### config.mk
export PLATFORM = sky130hd
export DESIGN_NAME = fwec_top
export DESIGN_NICKNAME = d
export VERILOG_FILES = /design/src/common/fwec_pkg.sv /design/src/design/fwec_sync.sv /design/src/design/fwec_top.sv
export SDC_FILE = /design/constraint.sdc
export NUM_CORES = 1
export LEC_CHECK = 0
export ABC_CLOCK_PERIOD_IN_PS = 2100
export BUFFER_PORTS_ARGS = -buffer_cell sky130_fd_sc_hd__buf_2
export CAP_MARGIN = 20
export CORE_ASPECT_RATIO = 0.6
export CORE_MARGIN = 4
export CORE_UTILIZATION = 40
export CTS_CLUSTER_DIAMETER = 30
export DETAILED_ROUTE_END_ITERATION = 10
export MAX_ROUTING_LAYER = met4
export PLACE_DENSITY = 0.57
export SLEW_MARGIN = 20
export SYNTH_ARGS = -nofsm -noshare
export SYNTH_HDL_FRONTEND = slang
export SYNTH_SLANG_ARGS = --single-unit
export TNS_END_PERCENT = 1
### constraint.sdc
create_clock -name MCLK_I -period 2.1 [get_ports MCLK_I]
set_input_delay 0.105 -clock MCLK_I [delete_from_list [all_inputs] [get_ports MCLK_I]]
set_output_delay 0.105 -clock MCLK_I [all_outputs]
set_load 0.03 [all_outputs]
### src/common/fwec_pkg.sv
// constants shared by the serial flash housekeeping command decoder
package fwec_pkg;
	// instruction codes
	localparam logic [7:0] OP_LATCH_SET = 8'h06;
	localparam logic [7:0] OP_LATCH_CLEAR = 8'h04;
	localparam logic [7:0] OP_VOL_DIRECT = 8'h50;
	localparam logic [7:0] OP_STATUS_CLEAR = 8'h30;
	localparam logic [7:0] OP_PAT_NV_PROGRAM = 8'h43;
	localparam logic [7:0] OP_PAT_VOL_WRITE = 8'h4A;
	localparam logic [7:0] OP_PAT_READ = 8'h41;
	localparam logic [7:0] OP_ENTER_WIDE = 8'hB7;
	// field positions
	localparam int WIP_BIT = 0;
	localparam int WPL_BIT = 1;
	localparam int PERR_BIT = 5;
	localparam int EERR_BIT = 6;
	localparam int ALEN_BIT = 0;
	localparam int OUT_LANE = 1;
	// serial framing
	localparam logic [3:0] SINGLE_CLKS = 4'h8;
	localparam logic [3:0] QUAD_CLKS = 4'h2;
	localparam logic [3:0] LANES_ALL = 4'hF;
	localparam int SERIAL_MAX_MHZ = 133;
	// core clock
	localparam int CLK_PERIOD_PS = 4000;
	typedef enum logic [2:0] {
		ST_IDLE = 3'b000,
		ST_CMD = 3'b001,
		ST_ARG = 3'b010,
		ST_EXEC = 3'b011,
		ST_RD_DUMMY = 3'b100,
		ST_RD_OUT = 3'b101,
		ST_DROP = 3'b110
	} fwec_state_t;
endpackage

### src/design/fwec_sync.sv
// two-stage synchroniser for pins from outside the core clock domain
`timescale 1ns/1ps
module fwec_sync #(
	parameter int W = 1,
	parameter logic [W-1:0] RESET_VAL = '0
) (
	input wire logic clk_i, // core clock
	input wire logic rst_i, // synchronous reset
	input wire logic [W-1:0] d_i, // asynchronous inputs
	output logic [W-1:0] q_o // synchronised outputs
);
	typedef struct packed {
		logic [W-1:0] meta;
		logic [W-1:0] stable;
	} fwec_sync_t;

	fwec_sync_t q;
	fwec_sync_t next_q;

	always_comb
	begin
		next_q.meta = d_i;
		next_q.stable = q.meta;
	end

	always_ff @(posedge clk_i)
	begin
		if (rst_i)
		begin
			q <= {RESET_VAL, RESET_VAL};
		end
		else
		begin
			q <= next_q;
		end
	end

	assign q_o = q.stable;
endmodule

### src/design/fwec_top.sv
// housekeeping command decoder: write latch, status clear, learning pattern, wide address
// Notes on behaviour
// - latch-set instruction sets the write permission latch in status one.
// - writes and pattern programs run only with the write permission latch set.
// - single-byte latch and volatile-direct commands need chip select raised right after byte.
// - latch-clear instruction clears the write permission latch.
// - latch-clear is ignored while write-in-progress reads one.
// - volatile-direct leaves the latch alone, marks next register write volatile.
// - status-clear zeroes write-in-progress, latch, program error and erase error.
// - status-clear needs no latch and is taken even while busy.
// - pattern program needs latch, one data byte, chip select raised right after it.
// - pattern program is self-timed with busy set; reports failure, clears latch at end.
// - volatile pattern write needs latch and one data byte; updates at once.
// - pattern read waits one dummy clock then repeats the 8-bit pattern.
// - data lines are ignored during the dummy clock.
// - enter-wide sets the address length bit, bit 0 of volatile config two.
// - exit or any-register write clears it; resets restore the non-volatile setting.
// - in four-line mode all bytes move four bits per clock.
// - latch-set targets register writes at non-volatile copies, volatile-direct at volatile.
// - failed register write keeps device busy with error until status-clear.
`timescale 1ns/1ps
module fwec_top
	import fwec_pkg::*;
#(
	parameter int PROG_TIME_NS = 1000
) (
	input wire logic MCLK_I, // core clock, 250 MHz
	input wire logic RESET_I, // synchronous reset, active high
	input wire logic SCK_I, // serial clock pin
	input wire logic CS_N_I, // chip select pin, active low
	input wire logic [3:0] IO_I, // data lines in, line 0 is serial_in_line0
	output logic [3:0] IO_O, // data lines out, line 1 is serial_out_line1
	output logic [3:0] IO_OE_O, // data line drive enables
	input wire logic FOUR_LINE_MODE_I, // four_line_command_mode selected
	input wire logic NV_ADDR_LEN_I, // non-volatile address length setting
	input wire logic SOFT_RESET_I, // software reset pulse
	input wire logic WIDE_ADDR_CLEAR_I, // exit-wide or any-register write clears length
	input wire logic REG_WRITE_DONE_I, // register write finished pulse
	input wire logic REG_WRITE_FAIL_I, // register write failed pulse
	input wire logic ERASE_FAIL_I, // erase failed pulse
	input wire logic PROG_FAIL_I, // pattern program failure level at completion
	output logic [7:0] STATUS_ONE_O, // volatile_status_one
	output logic [7:0] STATUS_TWO_O, // volatile_status_two
	output logic [7:0] CONFIG_TWO_O, // volatile_config_two
	output logic VOL_TARGET_O, // next register write goes to volatile copies
	output logic [7:0] PATTERN_NV_O, // non-volatile learning_pattern
	output logic [7:0] PATTERN_VOL_O // volatile learning_pattern
);
	localparam int PROG_CYCLES = (PROG_TIME_NS * 1000 + CLK_PERIOD_PS - 1) / CLK_PERIOD_PS;
	localparam int CNT_W = $clog2(PROG_CYCLES + 1);

	if (PROG_TIME_NS < 1)
	begin : g_check
		$error("program time must be at least one ns");
	end

	typedef struct packed {
		fwec_state_t st;
		logic quad;
		logic [3:0] clks;
		logic [7:0] shift;
		logic [7:0] opcode;
		logic [2:0] out_pos;
		logic [3:0] io_out;
		logic [3:0] io_oe;
		logic [7:0] sr1;
		logic [7:0] sr2;
		logic [7:0] cr2;
		logic vol_target;
		logic [7:0] pat_nv;
		logic [7:0] pat_vol;
		logic [7:0] prog_byte;
		logic prog_busy;
		logic [CNT_W-1:0] prog_cnt;
		logic cs_prev;
		logic sck_prev;
	} fwec_core_t;

	fwec_core_t q;
	fwec_core_t next_q;
	logic [5:0] pins_s;
	logic cs_s;
	logic sck_s;
	logic [3:0] io_s;
	logic sck_rise;
	logic sck_fall;
	logic cs_fall;
	logic cs_rise;
	logic exec_now;
	logic [3:0] byte_clks;
	logic [3:0] clks_inc;
	logic [7:0] shift_in;

	////////////////////////////////////////////////////////////////
	// pin sampling; edges found on the synchronised copies only
	fwec_sync #(
		.W(6),
		.RESET_VAL(6'h20) // idle levels: chip select high, mode 0 clock low, so no false edge after reset
	) u_sync (
		.clk_i(MCLK_I),
		.rst_i(RESET_I),
		.d_i({CS_N_I, SCK_I, IO_I}),
		.q_o(pins_s)
	);

	assign cs_s = pins_s[5];
	assign sck_s = pins_s[4];
	assign io_s = pins_s[3:0];
	assign sck_rise = sck_s & ~q.sck_prev;
	assign sck_fall = ~sck_s & q.sck_prev;
	assign cs_fall = ~cs_s & q.cs_prev;
	assign cs_rise = cs_s & ~q.cs_prev;
	assign exec_now = cs_rise && (q.st == ST_EXEC);
	assign byte_clks = q.quad ? QUAD_CLKS : SINGLE_CLKS;
	assign clks_inc = q.clks + 4'h1;
	// high nibble arrives first in four-line mode
	assign shift_in = q.quad ? {q.shift[3:0], io_s} : {q.shift[6:0], io_s[0]};

	////////////////////////////////////////////////////////////////
	// next state
	always_comb
	begin
		next_q = q;
		next_q.sck_prev = sck_s;
		next_q.cs_prev = cs_s;
		if (cs_fall)
		begin
			next_q.st = ST_CMD;
			next_q.quad = FOUR_LINE_MODE_I;
			next_q.clks = '0;
			next_q.shift = '0;
			next_q.out_pos = '0;
		end
		else if (cs_s)
		begin
			next_q.st = ST_IDLE;
			next_q.io_oe = '0;
			next_q.io_out = '0;
		end
		else if (sck_rise)
		begin
			case (q.st)
				ST_CMD:
				begin
					next_q.shift = shift_in;
					next_q.clks = clks_inc;
					if (clks_inc == byte_clks)
					begin
						next_q.opcode = shift_in;
						next_q.clks = '0;
						case (shift_in)
							OP_LATCH_SET, OP_LATCH_CLEAR, OP_VOL_DIRECT, OP_STATUS_CLEAR, OP_ENTER_WIDE:
								next_q.st = ST_EXEC;
							OP_PAT_NV_PROGRAM, OP_PAT_VOL_WRITE:
								next_q.st = ST_ARG;
							OP_PAT_READ:
								next_q.st = ST_RD_DUMMY;
							default:
								next_q.st = ST_DROP;
						endcase
					end
				end
				ST_ARG:
				begin
					next_q.shift = shift_in;
					next_q.clks = clks_inc;
					if (clks_inc == byte_clks)
					begin
						next_q.st = ST_EXEC;
					end
				end
				// lines are not looked at during the dummy clock
				ST_RD_DUMMY:
					next_q.st = ST_RD_OUT;
				// any clock past the last bit cancels the command
				ST_EXEC:
					next_q.st = ST_DROP;
				default:
					next_q.st = q.st;
			endcase
		end
		else if (sck_fall && (q.st == ST_RD_OUT))
		begin
			// pattern repeats for as long as the host keeps clocking
			next_q.out_pos = q.out_pos + 3'h1;
			if (q.quad)
			begin
				next_q.io_out = q.out_pos[0] ? q.pat_vol[3:0] : q.pat_vol[7:4];
				next_q.io_oe = LANES_ALL;
			end
			else
			begin
				next_q.io_out = '0;
				next_q.io_out[OUT_LANE] = q.pat_vol[3'h7 - q.out_pos];
				next_q.io_oe = '0;
				next_q.io_oe[OUT_LANE] = 1'b1;
			end
		end

		// command execution on chip select rising at a byte boundary
		if (exec_now)
		begin
			case (q.opcode)
				OP_LATCH_SET:
				begin
					next_q.sr1[WPL_BIT] = 1'b1;
					next_q.vol_target = 1'b0;
				end
				OP_LATCH_CLEAR:
					if (!q.sr1[WIP_BIT])
					begin
						next_q.sr1[WPL_BIT] = 1'b0;
					end
				OP_VOL_DIRECT:
					next_q.vol_target = 1'b1;
				OP_STATUS_CLEAR:
				begin
					next_q.sr1[WIP_BIT] = 1'b0;
					next_q.sr1[WPL_BIT] = 1'b0;
					next_q.sr2[PERR_BIT] = 1'b0;
					next_q.sr2[EERR_BIT] = 1'b0;
				end
				OP_PAT_NV_PROGRAM:
					if (q.sr1[WPL_BIT] && !q.sr1[WIP_BIT])
					begin
						next_q.prog_busy = 1'b1;
						next_q.sr1[WIP_BIT] = 1'b1;
						next_q.prog_byte = q.shift;
						next_q.prog_cnt = CNT_W'(PROG_CYCLES - 1);
					end
				OP_PAT_VOL_WRITE:
					if (q.sr1[WPL_BIT] && !q.sr1[WIP_BIT])
					begin
						next_q.pat_vol = q.shift;
					end
				OP_ENTER_WIDE:
					next_q.cr2[ALEN_BIT] = 1'b1;
				default:
					next_q.opcode = q.opcode;
			endcase
		end

		// self-timed non-volatile pattern program
		if (q.prog_busy)
		begin
			if (q.prog_cnt == '0)
			begin
				next_q.prog_busy = 1'b0;
				next_q.sr1[WPL_BIT] = 1'b0;
				if (PROG_FAIL_I)
				begin
					// failure leaves the device busy until status-clear
					next_q.sr2[PERR_BIT] = 1'b1;
				end
				else
				begin
					next_q.pat_nv = q.prog_byte;
					next_q.sr1[WIP_BIT] = 1'b0;
				end
			end
			else
			begin
				next_q.prog_cnt = q.prog_cnt - CNT_W'(1);
			end
		end

		// neighbouring logic; applied last so its pulses beat a same-cycle command, whether they set or clear
		if (WIDE_ADDR_CLEAR_I)
		begin
			next_q.cr2[ALEN_BIT] = 1'b0;
		end
		if (SOFT_RESET_I)
		begin
			next_q.cr2[ALEN_BIT] = NV_ADDR_LEN_I;
		end
		if (REG_WRITE_DONE_I)
		begin
			next_q.vol_target = 1'b0;
			next_q.sr1[WPL_BIT] = 1'b0;
		end
		if (REG_WRITE_FAIL_I)
		begin
			next_q.sr2[PERR_BIT] = 1'b1;
			next_q.sr1[WIP_BIT] = 1'b1;
		end
		if (ERASE_FAIL_I)
		begin
			next_q.sr2[EERR_BIT] = 1'b1;
			next_q.sr1[WIP_BIT] = 1'b1;
		end
	end

	////////////////////////////////////////////////////////////////
	// state register; the strap is taken in a clocked reset
	always_ff @(posedge MCLK_I)
	begin
		if (RESET_I)
		begin
			q <= '0;
			q.cs_prev <= 1'b1;
			q.cr2[ALEN_BIT] <= NV_ADDR_LEN_I;
		end
		else
		begin
			q <= next_q;
		end
	end

	assign IO_O = q.io_out;
	assign IO_OE_O = q.io_oe;
	assign STATUS_ONE_O = q.sr1;
	assign STATUS_TWO_O = q.sr2;
	assign CONFIG_TWO_O = q.cr2;
	assign VOL_TARGET_O = q.vol_target;
	assign PATTERN_NV_O = q.pat_nv;
	assign PATTERN_VOL_O = q.pat_vol;

	logic quiet;
	assign quiet = !REG_WRITE_DONE_I && !REG_WRITE_FAIL_I && !ERASE_FAIL_I && !(q.prog_busy && ~|q.prog_cnt);
endmodule

**Word-level counts from Yosys, hierarchy flattened**

Index checks and enable logic that the tools add are counted.

- Bits in registers: 88
- Input bits: 16

- Add/subtract/negate cells: 4
- Order comparisons: 1
- Equality and inequality tests: 27
- Mux-type cells: 60
- Bitwise operators: 11
- Reduce and logical (&&, ||, !) cells: 32

Operators by type and width:

| cell | number |
|---|---|
| 8-bit two-way mux | 15 |
| 8-bit by 7-bit == test with 1-bit output, second input constant | 7 |
| 37-bit two-way mux | 1 |
| 17-bit two-way mux | 2 |
| 11-bit two-way mux | 3 |
| 8-bit by 3-bit == test with 1-bit output, second input constant | 4 |
| 25-bit two-way mux | 1 |
| 12-bit one-hot mux with 2 select lines | 1 |
| 1-bit two-way mux | 19 |
| 3-bit AND reduction | 6 |
| 8-bit by 6-bit == test with 1-bit output, second input constant | 2 |
| 8-bit == test, second input constant | 2 |
| 2-bit two-way mux | 6 |
| 4-bit two-way mux | 3 |
| 3-bit one-hot mux with 4 select lines | 1 |
| 4-bit nonzero test | 3 |
| 2-bit nonzero test | 5 |
| 9-bit two-way mux | 1 |
| 3-bit one-hot mux with 3 select lines | 1 |
| 8-bit zero test | 1 |
| 4-bit by 3-bit inequality test with 1-bit output, second input constant | 2 |
| 4-bit AND reduction | 2 |
| 8-bit by 1-bit subtractor with 8-bit output, second input constant | 1 |
| 1-bit NOT | 7 |
| 24 further kinds | 39 |

**Logic depth before layout (Yosys ltp)**

- Word-level depth: 10
- Gate-level depth with buffers: 7
- Depth with buffers taken out: 7

**Cells and area by module**

Synthesis repeated with hierarchy kept, for this count alone.

- Cell total of the unflattened synthesis: 487
- Area, all modules: 4344.2 µm²

By module, submodules not included:

| module | times used | cells each | area an instance (µm²) | sequential area each (µm²) |
|---|---|---|---|---|
| fwec_top | 1 | 462 | 4017.6 | 1491.4 |
| fwec_sync | 1 | 25 | 326.6 | 240.2 |

**Worst setup path after synthesis**

Ideal clock, no wire load.

- Path kind: register -> register
- Start point: reg q[68] (netlist name)
- End point: reg q, in the netlist IO_O[1]
- Setup time: 0.132 ns
- Arrival time: 1.588 ns
- Setup slack: 0.380 ns
- Cell stages (with the launch flop): 6
- Path buffers: 1
- Clock period less this slack: 1.720 ns
- Cell sequence: dfxtp_1 > clkbuf_1 > mux4_2 > mux2_2 > o21ai_0 > a21oi_1

- Word-level cells in the longest chain between the ends: 7
- Elaborated cells on any way between the ends: 8
- Classes of those cells: add/sub: 1; mux: 7

RTL lines:

| what | line | RTL |
|---|---|---|
| start: declaration | fwec_top.sv:79 | `fwec_core_t q;` |
| start signal: assignment | fwec_top.sv:305 | `q <= next_q;` |
| 3-bit subtractor | fwec_top.sv:194 | `next_q.io_out[OUT_LANE] = q.pat_vol[3'h7 - q.out_pos];` |
| 1-bit binary-select mux with 3-bit select | fwec_top.sv:194 |  |
| 1-bit two-way mux (implied by the code) | fwec_top.sv:194 |  |
| 8-bit two-way mux * | fwec_top.sv:186 | `if (q.quad)` |
| 11-bit two-way mux * | fwec_top.sv:182 | `else if (sck_fall && (q.st == ST_RD_OUT))` |
| 11-bit two-way mux * | fwec_top.sv:140 | `else if (sck_rise)` |
| 8-bit two-way mux * | fwec_top.sv:134 | `else if (cs_s)` |

Every way passes the cells marked *; elsewhere a longest branch is shown, timed or not. The select of a mux whose other input is x is not followed.
A chain may end at the register's enable or synchronous reset.

**Final worst setup path**

- Start point: reg q[5] (netlist name)
- End point: reg q, in the netlist PATTERN_NV_O[1]

- Word-level cells in the longest chain between the ends: 2

RTL lines:

| what | line | RTL |
|---|---|---|
| 8-bit zero test | fwec_top.sv:246 | `if (q.prog_cnt == '0)` |
| 3-bit AND reduction (no source line) | n/a |  |

Every way passes these cells.

==> parameters.txt <==
Parameter                              Value

Status
  Result of the run ... finished, final reports clean

Synth
  Share of synthesized cell area in full adder, half adder and majority cells ... under 10%
  Area fraction in compound gates after synthesis ... 13.3%
  Post-synthesis simple-gate area fraction ... 21.4%
  Average instance area after synthesis ... 9.12 um2
  Number of warning messages in the yosys log ... 0
  Gate count after technology mapping ... just under 500
  Count of unique library cells instantiated by Yosys ... 65
  Dominant combinational cell family by area after synthesis ... simple AND/OR/NAND/NOR gates
  Main synth FF type ... sky130_fd_sc_hd__dfxtp_1
  Multiplexer fraction of the synthesized cell area ... between 10% and 20%
  Post-synthesis cell area ... 0.00439 mm2
  Xor/xnor share of the synthesized area ... 2.20%
  Share of synthesized area occupied by flip-flops and latches ... between 30% and 40%
  Fraction of registers with async set/reset ... 0%
  Number of enable flip-flop cells after synthesis ... 1
  Number of synthesized register bits ... 86

Detailed routing
  Vias per cell ... between 5 and 6
  Average wire length per cell after detail routing ... 15.4 um
  Number of detailed-routing iterations run before antenna repair ... 5
  DR vias ... 3447
  Routed Antenna Nets ... 0
  Remaining routing DRC violations ... 0
  Total length of routed wires ... 10000 um
  Iteration-0 DRC Markers ... 275

Finish
  Fraction of layout cells with a size suffix above 1 ... between 20% and 30%
  Diode insertion count for antenna repair ... 0
  Most common cell after layout, fill and taps aside ... sky130_fd_sc_hd__dfxtp_1
  Final design instance area without fill ... just under 0.005 mm2
  Final nets ... approximately 530
  Synth-to-Final Area Change ... 11.6%
  Most used cells in the layout excluding fill and tap cells ... 85 x sky130_fd_sc_hd__dfxtp_1, 62 x sky130_fd_sc_hd__nor2_1, 45 x sky130_fd_sc_hd__buf_2

Worst setup path
  Source of the worst register-to-register timing path ... q[5]
  Slowest cell on crit path ... sky130_fd_sc_hd__or2_1
  Worst path bufs/invs ... 0
  Crit path max fanout ... 9
  Type of the worst setup path ... flop to flop
  Worst reg2reg path depth ... 5
  Worst r2r dst ... PATTERN_NV_O[1]
  Data required time at the worst endpoint ... 2320 ps
  CP top delay family ... simple AND/OR/NAND/NOR gates
  Start point of the critical path ... q[5]
  Data arrival time of the critical path ... between 2000 and 2500 ps
  Critical path, cell by cell ... nor4_4 -> nand4_1 -> or2_1 -> mux2i_1 -> nor2_1
  Worst reg-to-reg setup slack ... 110 ps
  Kind of end point of the critical path ... flop
  Critical path startpoint category ... flop
  WP depth ... 5
  Peak per-stage delay on the critical path ... ~500 ps
  Capture point of the critical path ... PATTERN_NV_O[1]

Timing
  Worst slew margin relative to its limit ... 60.8%
  Pin slew with the least headroom to its limit ... between 500 and 600 ps
  Minimum clock period ... 1990 ps
  Max Slew Vio Count ... 0
  Maximum clock rate ... between 500 and 600 MHz
  Final worst hold slack ... about 9.2 ps
  Unrepaired setup endpoints after global routing ... false
  Final-report hold violation count ... 0
  Worst Skew ... 6.47 ps
  Final worst-path cycle share ... about 95%
  Sum of negative setup slack ... 0 ps
  Final setup viols ... 0

GRT
  Overall track demand over capacity in global routing ... around 17%
  Vias in the first global route ... 3039
  Remaining Overflow, GRT ... 0
  Initial antenna violation count ... 0
  Wire length of the first global-routing pass ... between 15000 and 20000 um
  Largest net degree at the start of global routing ... 35

Clock network
  Clock tree from TritonCTS ... yes
  CTS sink count ... 86
  H-tree levels ... 3
  CTS max path bufs ... 2
  Clock buffer count from CTS ... 9
  Clk pin slew, worst setup/hold paths ... 60 ps
  Clock insertion delay at the later pin of the skew report ... ~340 ps
  Root buffer cell ... sky130_fd_sc_hd__clkbuf_16
  Buffers inserted by post-CTS timing repair ... 0

Placement
  HPWL after detailed placement ... 7440 um
  Final weighted congestion in routability-driven placement ... between 0.8 and 0.9
  Quantity of I/O buffers inserted on ports ... 45
  Cell area reported after detailed placement ... around 0.0045 mm2

Pwr
  Seq pwr share ... roughly 48%
  Lkg Pwr ... 1.89 nW
  Sum of internal, switching and leakage power ... roughly 3.5 mW
  Part of the total power dissipated in the clock network ... about 47%
  Power density relative to cell area ... between 700 and 800 mW/mm2
  Internal power ... between 2 and 3 mW
  Switching part of the total ... between 20 and 25%
  Comb power frac ... 5.0%
  Switching power ... slightly below 0.8 mW
  VDD IR-drop max ... roughly 0.47 mV

Min path
  Hold Path Class ... input pin to flop

Floorplan
  Horizontal die dimension ... around 140 um
  Area of the placeable core ... about 0.011 mm2
  Effective utilization at floorplan ... roughly two fifths
  Die area ... 0.0128 mm2
  Die extent in y ... slightly below 90 um
  I/O pin cnt ... 65
  Cell row count ... 29

Job
  Reported max-cap violation count ... 0
[how the worst min path moves through the flow]
stage	end	from	depth (start not counted)	slack [ps]
final	STATUS_TWO_O[5]	REG_WRITE_FAIL_I	3	9
after floorplan	u_sync.next_q[5]	CS_N_I	1	210
after global placement	u_sync.next_q[5]	CS_N_I	2	290
after detailed placement	u_sync.next_q[5]	CS_N_I	2	300
after global routing	STATUS_TWO_O[5]	REG_WRITE_FAIL_I	3	30
after CTS	STATUS_TWO_O[5]	REG_WRITE_FAIL_I	3	4
[timing repair]
| item | in CTS | in global routing |
|---|---|---|
| hold buffers | 7 | 0 |
| endpoints found under the hold margin | 7 | 0 |
| resized for setup | 0 | 1 |
| setup endpoints to repair | 0 | 7 |
[sequential cells by signal, indices dropped and copies added, names as in the netlist, 4 cells and up]
register,flops
PATTERN_NV_O,8
u_sync.q_o,6
PATTERN_VOL_O,8
u_sync.next_q,6
q,46
IO_O,4
[power groups by stage]
stage | registers, mW | clock network [mW] | logic (mW)
after floorplan | 1.70 | 0 | 0.161
after global placement | 1.70 | 0 | 0.162
after detailed placement | 1.70 | 0 | 0.163
after CTS | 1.67 | 1.65 | 0.173
after global routing | 1.67 | 1.72 | 0.189
final | 1.67 | 1.62 | 0.173
[per-stage QoR]
step,setup WS [ps],cells,utilization [%]
after CTS,121,651,46.0
after global routing,7.62,651,46.1
after detailed placement,132,628,42.5
after floorplan,380,499,-
final,111,651,46.1
after global placement,193,628,42.5
[per-layer routing]
metal / vias up / GRT usage (%) / share of wire (%)
met1: 1637 / 25.6 / 54
met2: 116 / 21.6 / 38
li1: 1685 / - / -
met3: 9 / 5.02 / 7.6
met5: - / - / 0
met4: 0 / 3.85 / 0.73
[cell usage after synthesis, drive strengths merged (2+ instances only)]
cell type,count,area (um2)
clkbuf,18,67.6
nand3,8,40.0
mux2,5,56.3
and3,2,12.5
or3,5,31.3
nor2,63,244
and3b,2,17.5
and4bb,2,25.0
a21boi,2,15.0
a21oi,20,100
a221oi,2,17.5
o211ai,5,37.5
nor2b,13,81.3
o21a,3,22.5
nand4,7,50.1
nor3b,4,30.0
inv,6,22.5
or2,6,37.5
o31ai,3,22.5
a311oi,2,17.5
xor2,5,43.8
a31oi,10,62.6
nand3b,5,53.8
ha,4,50.1
dfxtp,85,1700
o21ai,14,73.8
nand2,17,63.8
xnor2,6,52.6
mux2i,35,350
nor3,15,96.4
nor4b,5,58.8
a211oi,16,120
buf,60,442
or3b,2,17.5
mux4,2,45.0
nand2b,5,31.3
[final cells by class]
| cell class | count | area, um2 |
|---|---|---|
| Clock buffer | 12 | 256 |
| Clock inverter | 4 | 45.0 |
| Fill cell | 1043 | 5740 |
| Inverter | 6 | 22.5 |
| Multi-Input combinational cell | 329 | 2200 |
| Sequential cell | 86 | 1730 |
| Tap cell | 139 | 174 |
| Timing Repair Buffer | 75 | 468 |
[cell families after synthesis]
group	Yosys count
AO/OA/AOI/OAI	88
XOR/XNOR	11
adder cells (fa/ha/maj)	4
buffers and inverters	84
flip-flops	86
multiplexers	42
other	1
AND/OR/NAND/NOR	165
[tightest hold or removal path: cells and delay by family]
kind	cells	cell delay, ps
buf+inv	1	90
compound gates	1	40
simple gates	1	70
No activity file was read; power rests on OpenSTA's default activity.
